$ cat src/include/kbi_pkg.sv
// Purpose: constants and state type of the keyboard interrupt unit
// Assumes: axi4-lite slave, 32-bit data, one register per aligned word
// Notes: all control state resets to zero
package kbi_pkg;
  // register byte offsets
  localparam logic [4:0] SC_OFF = 5'h00;
  localparam logic [4:0] PE_OFF = 5'h04;
  localparam logic [4:0] ES_OFF = 5'h08;
  localparam logic [4:0] IST_OFF = 5'h0c;
  localparam logic [4:0] IMSK_OFF = 5'h10;
  // status and control field positions
  localparam int SC_MODE = 0;
  localparam int SC_IE = 1;
  localparam int SC_ACK = 2;
  localparam int SC_FLAG = 3;
  // event status field positions
  localparam int IST_EVT = 0;
  localparam int IST_REFUSE = 1;
  // reset values
  localparam logic [7:0] PE_RST = 8'h00;
  localparam logic [7:0] ES_RST = 8'h00;
  localparam logic [1:0] IMSK_RST = 2'h0;
  // bus responses
  localparam logic [1:0] RESP_OKAY = 2'h0;
  localparam logic [1:0] RESP_SLVERR = 2'h2;

  typedef struct packed {
    logic [7:0] sync1;
    logic [7:0] sync2;
    logic [7:0] prev;
    logic flag;
    logic irq_en;
    logic mode;
    logic [7:0] pin_en;
    logic [7:0] pol;
    logic [1:0] ists;
    logic [1:0] imask;
    logic [7:0] pull_up;
    logic [7:0] pull_dn;
    logic aw_ok;
    logic [4:0] aw_addr;
    logic w_ok;
    logic [7:0] wdata;
    logic wstrb0;
    logic bvalid;
    logic [1:0] bresp;
    logic rvalid;
    logic [31:0] rdata;
    logic [1:0] rresp;
  } kbi_state_type;

  localparam kbi_state_type KBI_STATE_RST = '{
    sync1: 8'h00, sync2: 8'h00, prev: 8'h00, flag: 1'b0, irq_en: 1'b0,
    mode: 1'b0, pin_en: PE_RST, pol: ES_RST, ists: 2'h0, imask: IMSK_RST,
    pull_up: 8'h00, pull_dn: 8'h00, aw_ok: 1'b0, aw_addr: 5'h00, w_ok: 1'b0,
    wdata: 8'h00, wstrb0: 1'b0, bvalid: 1'b0, bresp: 2'h0, rvalid: 1'b0,
    rdata: 32'h0000_0000, rresp: 2'h0};
endpackage

$ cat src/kbi_unit.sv
// Purpose: eight-input keyboard and external interrupt detector
// Assumes: aclk 50 MHz, synchronous active-low reset, axi4-lite registers
// Notes: pins pass two flip-flops before edge and level logic
// Overview of operation
// - control register bits 7:4 read zero
// - event flag bit 3 is read-only
// - acknowledge bit 2 write-only, reads zero
// - bit 1 enables the interrupt request
// - bit 0 selects edge or edge-and-level
// - disabled pins never affect the flag
// - polarity bit picks falling/low or rising/high
// - edge only after deasserted sample seen
// - high then low sample is falling edge
// - low then high sample is rising edge
// - edge mode: edge sets, acknowledge clears
// - level mode: edge or level sets flag
// - level mode: clear only when all enabled pins deasserted
// - polarity picks pull-up or pull-down
// - spurious flag on pin enable is tolerated
// - light stop wakes; deep stop resets unit
`timescale 1ns/1ps
module kbi_unit (
  // clock, reset, enable
  input logic aclk,
  input logic aresetn,
  input logic ce,
  // axi4-lite write address
  input logic awvalid,
  output logic awready,
  input logic [4:0] awaddr,
  input logic [2:0] awprot,
  // axi4-lite write data
  input logic wvalid,
  output logic wready,
  input logic [31:0] wdata,
  input logic [3:0] wstrb,
  // axi4-lite write response
  output logic bvalid,
  input logic bready,
  output logic [1:0] bresp,
  // axi4-lite read address
  input logic arvalid,
  output logic arready,
  input logic [4:0] araddr,
  input logic [2:0] arprot,
  // axi4-lite read data
  output logic rvalid,
  input logic rready,
  output logic [31:0] rdata,
  output logic [1:0] rresp,
  // keyboard pins and port pulls
  input logic [7:0] key_input_pins,
  input logic [7:0] port_pull_resistor_enable,
  output logic [7:0] pull_up_enable,
  output logic [7:0] pull_down_enable,
  // power modes
  input logic light_stop_state,
  input logic deep_stop_state,
  output logic wake_request,
  // interrupts
  output logic key_irq_req,
  output logic irq
);

  kbi_pkg::kbi_state_type st_ff;
  kbi_pkg::kbi_state_type nxt_st;
  logic [7:0] cur_act;
  logic [7:0] prv_act;
  logic [7:0] edge_hit;
  logic [7:0] lvl_hit;
  logic set_flag;
  logic wr_go;
  logic wr_sc;
  logic ack;
  logic ack_ok;
  logic [1:0] ev_set;
  logic [1:0] ev_clr;
  logic [7:0] wb;

  // asserted when the sample matches the polarity
  function automatic logic [7:0] kbi_asserted(input logic [7:0] smp, input logic [7:0] pol);
    kbi_asserted = ~(smp ^ pol);
  endfunction

  // true when the byte offset names a register
  function automatic logic kbi_mapped(input logic [4:0] a);
    kbi_mapped = (a == kbi_pkg::SC_OFF) || (a == kbi_pkg::PE_OFF) || (a == kbi_pkg::ES_OFF) ||
                 (a == kbi_pkg::IST_OFF) || (a == kbi_pkg::IMSK_OFF);
  endfunction

  // detection on synchronised samples
  assign cur_act = kbi_asserted(st_ff.sync2, st_ff.pol);
  assign prv_act = kbi_asserted(st_ff.prev, st_ff.pol);
  assign edge_hit = st_ff.pin_en & cur_act & ~prv_act;
  assign lvl_hit = st_ff.pin_en & cur_act;
  assign set_flag = (|edge_hit) | (st_ff.mode & (|lvl_hit));

  // write decode
  assign wr_go = st_ff.aw_ok & st_ff.w_ok & ~st_ff.bvalid;
  assign wr_sc = wr_go & st_ff.wstrb0 & (st_ff.aw_addr == kbi_pkg::SC_OFF);
  assign wb = st_ff.wdata;
  assign ack = wr_sc & wb[kbi_pkg::SC_ACK];
  assign ack_ok = ack & ~(st_ff.mode & (|lvl_hit));

  // sticky event bits and their write-one-to-clear
  always_comb begin
    ev_set = 2'h0;
    ev_set[kbi_pkg::IST_EVT] = set_flag;
    ev_set[kbi_pkg::IST_REFUSE] = ack & ~ack_ok;
    ev_clr = 2'h0;
    if (wr_go && st_ff.wstrb0 && (st_ff.aw_addr == kbi_pkg::IST_OFF)) begin
      ev_clr = wb[1:0];
    end
  end

  always_comb begin
    nxt_st = st_ff;
    // two-flop pin synchroniser and previous sample
    nxt_st.sync1 = key_input_pins;
    nxt_st.sync2 = st_ff.sync1;
    nxt_st.prev = st_ff.sync2;
    // event flag, set beats acknowledge
    if (ack_ok) begin
      nxt_st.flag = 1'b0;
    end
    if (set_flag) begin
      nxt_st.flag = 1'b1;
    end
    nxt_st.ists = (st_ff.ists & ~ev_clr) | ev_set;
    // pull resistor type follows polarity
    nxt_st.pull_up = port_pull_resistor_enable & ~st_ff.pol;
    nxt_st.pull_dn = port_pull_resistor_enable & st_ff.pol;
    // write address and data taken in either order
    if (awvalid && awready) begin
      nxt_st.aw_ok = 1'b1;
      nxt_st.aw_addr = awaddr;
    end
    if (wvalid && wready) begin
      nxt_st.w_ok = 1'b1;
      nxt_st.wdata = wdata[7:0];
      nxt_st.wstrb0 = wstrb[0];
    end
    if (wr_go) begin
      nxt_st.aw_ok = 1'b0;
      nxt_st.w_ok = 1'b0;
      nxt_st.bvalid = 1'b1;
      nxt_st.bresp = kbi_mapped(st_ff.aw_addr) ? kbi_pkg::RESP_OKAY : kbi_pkg::RESP_SLVERR;
      if (st_ff.wstrb0) begin
        case (st_ff.aw_addr)
          kbi_pkg::SC_OFF: begin
            // flag bit and upper bits ignored on write
            nxt_st.irq_en = wb[kbi_pkg::SC_IE];
            nxt_st.mode = wb[kbi_pkg::SC_MODE];
          end
          kbi_pkg::PE_OFF: begin
            nxt_st.pin_en = wb;
          end
          kbi_pkg::ES_OFF: begin
            nxt_st.pol = wb;
          end
          kbi_pkg::IMSK_OFF: begin
            nxt_st.imask = wb[1:0];
          end
          default: begin
          end
        endcase
      end
    end
    if (st_ff.bvalid && bready) begin
      nxt_st.bvalid = 1'b0;
    end
    // read channel
    if (arvalid && arready) begin
      nxt_st.rvalid = 1'b1;
      nxt_st.rresp = kbi_mapped(araddr) ? kbi_pkg::RESP_OKAY : kbi_pkg::RESP_SLVERR;
      case (araddr)
        kbi_pkg::SC_OFF: begin
          nxt_st.rdata = {24'h00_0000, 4'h0, st_ff.flag, 1'b0, st_ff.irq_en, st_ff.mode};
        end
        kbi_pkg::PE_OFF: begin
          nxt_st.rdata = {24'h00_0000, st_ff.pin_en};
        end
        kbi_pkg::ES_OFF: begin
          nxt_st.rdata = {24'h00_0000, st_ff.pol};
        end
        kbi_pkg::IST_OFF: begin
          nxt_st.rdata = {30'h0000_0000, st_ff.ists};
        end
        kbi_pkg::IMSK_OFF: begin
          nxt_st.rdata = {30'h0000_0000, st_ff.imask};
        end
        default: begin
          nxt_st.rdata = 32'h0000_0000;
        end
      endcase
    end else if (st_ff.rvalid && rready) begin
      nxt_st.rvalid = 1'b0;
    end
    // deep stop returns the unit to reset state
    if (deep_stop_state) begin
      nxt_st = kbi_pkg::KBI_STATE_RST;
    end
  end

  always_ff @(posedge aclk) begin
    if (!aresetn) begin
      st_ff <= kbi_pkg::KBI_STATE_RST;
    end else if (ce) begin
      st_ff <= nxt_st;
    end
  end

  // bus handshakes
  assign awready = ce & ~st_ff.aw_ok & ~st_ff.bvalid;
  assign wready = ce & ~st_ff.w_ok & ~st_ff.bvalid;
  assign bvalid = st_ff.bvalid;
  assign bresp = st_ff.bresp;
  assign arready = ce & ~st_ff.rvalid;
  assign rvalid = st_ff.rvalid;
  assign rdata = st_ff.rdata;
  assign rresp = st_ff.rresp;

  // outputs
  assign pull_up_enable = st_ff.pull_up;
  assign pull_down_enable = st_ff.pull_dn;
  assign key_irq_req = st_ff.flag & st_ff.irq_en;
  assign irq = |(st_ff.ists & st_ff.imask);
  // clockless wake path on raw pins in light stop
  assign wake_request = light_stop_state & st_ff.irq_en &
                        (|(st_ff.pin_en & kbi_asserted(key_input_pins, st_ff.pol)));

endmodule

$ cat config.mk
export PLATFORM = sky130hd
export DESIGN_NAME = kbi_unit
export DESIGN_NICKNAME = d
export VERILOG_FILES = /design/src/include/kbi_pkg.sv /design/src/kbi_unit.sv
export SDC_FILE = /design/constraint.sdc
export NUM_CORES = 1
export LEC_CHECK = 0
export BUFFER_PORTS_ARGS = -buffer_cell sky130_fd_sc_hd__buf_2
export CAP_MARGIN = 30
export CORE_ASPECT_RATIO = 1.25
export CORE_MARGIN = 3
export CORE_UTILIZATION = 52
export DETAILED_ROUTE_END_ITERATION = 8
export MAX_ROUTING_LAYER = met4
export PLACE_DENSITY = 0.82
export REMOVE_ABC_BUFFERS = 1
export SLEW_MARGIN = 20
export SYNTH_ARGS = -nofsm -noshare
export SYNTH_HDL_FRONTEND = slang
export SYNTH_SLANG_ARGS = --single-unit
$ cat constraint.sdc
create_clock -name aclk -period 1.7 [get_ports aclk]
set_clock_uncertainty 0.05 [all_clocks]
set_input_delay 0.17 -clock aclk [delete_from_list [all_inputs] [get_ports aclk]]
set_output_delay 0.17 -clock aclk [all_outputs]
set_load 0.05 [all_outputs]
==> metrics.txt, run 1 <==
status finished clean; cell with the most instances after synthesis dfxtp_1; die height 113 µm; CP cell instances xnor2_1 -> a22oi_1 -> a41oi_2 -> buf_6; Clock power frac 0.349; worst vdd ir 0.000471 V; Yosys reg bits 91; r2r endpoint st_ff[72]; Comb pwr share 0.134; DR pass1 iterations 4; setup TNS 0 ps; top sig layer met4; Worst Hold End pull_down_enable[7]; vias in the first global route 3879; fin crit period 1690 ps; Power Dens Cells 776 nW/µm²; setup slack, reg-to-reg 30 ps; WL met1 4.89 mm; Post-synth EDFFs 0; hold-critical path depth 3; largest net degree at the start of global routing 38; dominant synthesized flop cell dfxtp_1; first-pass GRT wire length 18.7 mm; clock sink total 91; worst skew pair latency 390 ps; Seq. cell area 1850 µm²; Sw Pwr 1310 µW; fin. max-slew vios 0; syn_area_per_cell 8.79 µm²; Post-Syn Area 4800 µm²; largest area contributor in the netlist dfxtp_1; cts bufs inserted 9; Largest stage delay, worst path 410 ps; worst-margin pin slew 615 ps; die width 91.9 µm; Routability Congestion 0.899; Period Utilization, post-route 0.993; row count 38; Peak Freq 0.592 GHz; vias per inst 5.49; relative slew slack 0.588; CP Capture Type output port; WL met2 5.98 mm; wire length on met3 527 µm; total number of H-tree levels 3; worst setup margin 11.3 ps; I/O Buffers 78; antenna violations before repair 0; Placed Area 5050 µm²; register area share after synthesis 0.380; R2R Path Start st_ff[80]; Core ar. 8840 µm²; Final ANT Viol Nets 0; layout cell share with drive strength beyond 1 0.246; Async SR Flop Fraction 0; post-DP HPWL 8.37 mm; max-cap viol count 0; CTS tree yes; Remaining DRCs 0; Antenna Cells 0; Ports 138; average detailed-routed wire length per instance 16.1 µm; Min-Delay Startpoint port_pull_resistor_enable[7]; Worst Reg-to-Reg Cells 6; Distinct cells, synth 44; footprint of the multi-input gates 2510 µm²; Critical Path Source Type register; Pleak 0.00209 µW; Post-Route Utilization 0.614; DR vias 4002; CP max-delay cell dfxtp_2; design area 5430 µm²; design internal power 2900 µW; dpl ws 29.7 ps; CTS clk-pin slew, worst paths 110 ps; total grt overflow 0; starting density of the core 0.543; cell count after synthesis 546; ranking of synthesized cells by area dfxtp_1 (38%), buf_4 (8.8%), nor2b_1 (7.8%), a22oi_1 (5.2%), a22o_1 (3.6%); Critical Path AT 1470 ps; CP Max Fanout 5; endpoints failing setup 0; die area 10400 µm²; kind of critical path reg -> out; Worst EP required 1480 ps; # nets final 682; Seq pwr share 0.517; Routed WL 11.7 mm; post-synth top area share 0.380; Initial DRC Count 322; layout overhead on the synthesized area 13.1%; root buffer cell clkbuf_8; Yosys Warn Count 0; RSZ-0062 raised after global routing true; worst min path class in -> reg; Sw Ratio 0.311; GRT Overall Usage 0.231; Hold Fails Final Rpt 0; Max Buffers Root-to-Sink 2; commonest cells in the netlist dfxtp_1 (91), nor2b_1 (60), buf_4 (56); FILL cells 757
## layout by cell type (no fill, tap or decap), drive strengths merged, types with 5 or more instances in the layout
cell type / netlist / routed
conb: 1 / 26
o22ai: 25 / 25
xnor2: 16 / 16
o21a: 12 / 12
buf: 70 / 107
inv: 18 / 23
nor2: 13 / 13
mux2i: 5 / 5
nor4bb: 9 / 9
dfxtp: 91 / 91
a21oi: 9 / 9
and2: 21 / 21
nand2b: 12 / 12
a22o: 20 / 20
nand3: 5 / 5
nand2: 44 / 44
nor2b: 60 / 60
nand4b: 8 / 8
clkbuf: 19 / 9
o21ai: 13 / 13
a22oi: 33 / 33
a21boi: 13 / 13
## worst max-delay path: cells and delay by family (launching register included)
kind	cells	cell delay, ps
flip-flops	1	410
AO/OA/AOI/OAI	2	330
buffers and inverters	1	190
XOR/XNOR	1	140
## state kept, by name (all words and copies together) (netlist names)
| signal | count |
|---|---|
| bvalid | 1 |
| rdata | 8 |
| pull_up_enable | 8 |
| rvalid | 1 |
| pull_down_enable | 8 |
| rresp | 1 |
| st_ff | 55 |
| bresp | 1 |
| wb | 8 |
## power by group through the flow
stage          clock, µW  sequential (µW)  combinational, µW
3_3_place_gp           0             2230                533
3_5_place_dp           0             2230                546
4_1_cts             1470             2180                558
2_1_floorplan          0             2260                306
5_1_grt             1570             2180                606
6_report            1470             2180                565
## layout make-up
type	count	area share
multi-input combinational	373	0.463
sequential	91	0.340
timing repair buffer	111	0.121
tap	120	0.0277
clock buffer	9	0.0228
clock inverter	7	0.0125
inverter	18	0.0125
## logic make-up after synthesis
logic type / Yosys count / synth area share
simple gates: 188 / 0.238
xor+xnor: 16 / 0.0292
mux: 5 / 0.0104
compound gates: 138 / 0.211
flops: 91 / 0.380
other cells: 1 / 0.000781
buf+inv: 107 / 0.131
## worst max-delay path by stage
stage,startpoint,to,cells after the start
detailed placement,st_ff[77],st_ff[72],5
global route,st_ff[76],wake_request,4
finish,st_ff[75],wake_request,4
CTS,st_ff[76],wake_request,4
floorplan,bvalid,st_ff[38],5
global placement,st_ff[77],st_ff[92],5
## layer usage
layer,GRT usage,vias to the layer above
li1,-,1952
met2,0.395,126
met4,0.112,0
met5,-,-
met3,0.0303,23
met1,0.269,1901
## metrics by stage
step	hold WS [ps]	power, µW	std cells
floorplan	238	2570	482
global placement	366	2770	704
detailed placement	380	2780	704
CTS	0.920	4210	726
global route	11.6	4350	729
finish	3.79	4210	729
## repair_timing
| action | CTS | global route |
|---|---|---|
| hold buffers | 4 | 0 |
| buffers inserted | 2 | 3 |
| endpoints found under the hold margin | 4 | 0 |
| gates resized for setup | 20 | 7 |
| pin swaps | 4 | 8 |
| endpoints found under the setup margin | 1 | 6 |
Power figures use the tool's default switching activity.
==> inputs of run 2 (changes only) <==
--- a/config.mk
+++ b/config.mk
@@ -5,7 +5,7 @@
 export SDC_FILE = /design/constraint.sdc
 export NUM_CORES = 1
 export LEC_CHECK = 0
-export BUFFER_PORTS_ARGS = -buffer_cell sky130_fd_sc_hd__buf_2
+export BUFFER_PORTS_ARGS = -buffer_cell sky130_fd_sc_hd__buf_4
 export CAP_MARGIN = 30
 export CORE_ASPECT_RATIO = 1.25
 export CORE_MARGIN = 3
@@ -13,7 +13,6 @@
 export DETAILED_ROUTE_END_ITERATION = 8
 export MAX_ROUTING_LAYER = met4
 export PLACE_DENSITY = 0.82
-export REMOVE_ABC_BUFFERS = 1
 export SLEW_MARGIN = 20
 export SYNTH_ARGS = -nofsm -noshare
 export SYNTH_HDL_FRONTEND = slang
==> metrics.txt, run 2 (synthesis gave the netlist of run 1 again) <==
Remaining DRCs 0; max-cap viol count 0; Power Dens Cells 760 nW/µm²; Ports 138; first-pass GRT wire length 18.3 mm; vias per inst 5.50; layout cell share with drive strength beyond 1 0.248; CTS clk-pin slew, worst paths 90 ps; Max Buffers Root-to-Sink 2; Antenna Cells 0; Period Utilization, post-route 1.00; Critical Path Source Type register; post-DP HPWL 8.34 mm; I/O Buffers 78; clock sink total 91; die area 10400 µm²; Routability Congestion 0.890; CP Capture Type output port; Comb pwr share 0.139; design area 5590 µm²; CP cell instances xnor2_1 -> a22oi_1 -> a41oi_2 -> buf_6; CP Max Fanout 5; kind of critical path reg -> out; total grt overflow 0; total number of H-tree levels 3; Clock power frac 0.348; RSZ-0062 raised after global routing true; Routed WL 11.3 mm; worst-margin pin slew 616 ps; Initial DRC Count 223; largest net degree at the start of global routing 74; vias in the first global route 3781; # nets final 674; worst min path class in -> reg; antenna violations before repair 0; cts bufs inserted 9; setup slack, reg-to-reg 70 ps; DR vias 3960; die width 91.9 µm; design internal power 3070 µW; endpoints failing setup 1; Core ar. 8840 µm²; fin crit period 1710 ps; CP max-delay cell dfxtp_2; Final ANT Viol Nets 0; Seq pwr share 0.513; commonest non-fill, non-tap cell in the layout buf_4; GRT Overall Usage 0.223; die height 113 µm; row count 38; Hold Fails Final Rpt 0; root buffer cell clkbuf_8; relative slew slack 0.587; worst vdd ir 0.000458 V; DP Cell Count 700; Sw Pwr 1170 µW; Pleak 0.00210 µW; Sw Ratio 0.276; Placed Area 5260 µm²; Critical Path AT 1490 ps; Largest stage delay, worst path 370 ps; FILL cells 767; CTS tree yes; worst setup margin -6.09 ps; failing checks setup timing; fin. max-slew vios 0; status finished with violations; average detailed-routed wire length per instance 15.7 µm; Finished Layout Cells 720; DR pass1 iterations 4; Worst EP required 1480 ps; max reg flops 55; starting density of the core 0.543; Most flops, register st_ff; worst skew pair latency 370 ps; Peak Freq 0.586 GHz; layout overhead on the synthesized area 16.5%; dpl ws 44.0 ps; setup TNS -6.09 ps; commonest non-fill, non-tap cells in the layout buf_4 (98), dfxtp_1 (82), nor2b_1 (59)
run 2: cell count changes in the layout (fill, tap and decap cells not counted), sizes merged:
cell / previous run / this run
buf: 107 / 102
inv: 23 / 19
clkinv: 1 / 2
dlygate4sd3: 4 / 1
bufinv: 0 / 1
clkinvlp: 1 / 0
clkbuf: 9 / 11
run 2: repair_timing:
| item | in CTS | in global routing |
|---|---|---|
| hold buffers | 1 | 0 |
| resized for setup | 16 | 13 |
| setup endpoints to repair | 1 | 17 |
| pin swaps | 4 | 5 |
| buffers inserted | 4 | 0 |
| hold endpoints to repair | 1 | 0 |
run 2: final cells by class:
class                           count  area (µm²)  share of cell area
Clock buffer                       11         141              0.0253
Clock inverter                      4        50.0             0.00895
Inverter                           18        67.6              0.0121
Multi-Input combinational cell    373        2530               0.453
Sequential cell                    91        1850               0.331
Tap cell                          120         150              0.0269
Timing Repair Buffer              103         800               0.143
run 2: path summary, 6_finish.rpt:
kind                                          start                  end  cells past startpoint
worst min register to register  pull_down_enable[1]  pull_down_enable[1]                      2
worst max-delay path                      st_ff[80]         wake_request                      4
worst max register to register            st_ff[87]            st_ff[72]                      5
worst min-delay path                       wstrb[0]            st_ff[38]                      3
run 2: stage by stage:
step / hold WS, ps / utilization / total power (µW)
after floorplan: 261 / - / 2700
after global placement: 360 / 0.595 / 2800
after detailed placement: 369 / 0.595 / 2810
after CTS: 6.89 / 0.627 / 4260
after global routing: 18.5 / 0.632 / 4390
final: 9.47 / 0.632 / 4250
run 2: routing by layer:
metal | part of all wire | up-vias | GRT usage
met5 | 0 | - | -
met4 | 0.028 | 0 | 0.0882
met3 | 0.042 | 23 | 0.0396
met2 | 0.51 | 119 | 0.378
met1 | 0.42 | 1891 | 0.262
li1 | - | 1927 | -
run 2: power by group through the flow:
stage / clock network (µW) / logic, µW / registers (µW)
after global placement: 0 / 566 / 2230
after CTS: 1500 / 585 / 2180
final: 1480 / 589 / 2180
after global routing: 1580 / 630 / 2180
after detailed placement: 0 / 577 / 2240
after floorplan: 0 / 465 / 2230
run 2: worst max-delay path: cells and delay by family (launching register included):
kind                   cells  cell delay, ps
buffers and inverters      1             190
flip-flops                 1             370
XOR/XNOR                   1             140
AO/OA/AOI/OAI              2             410
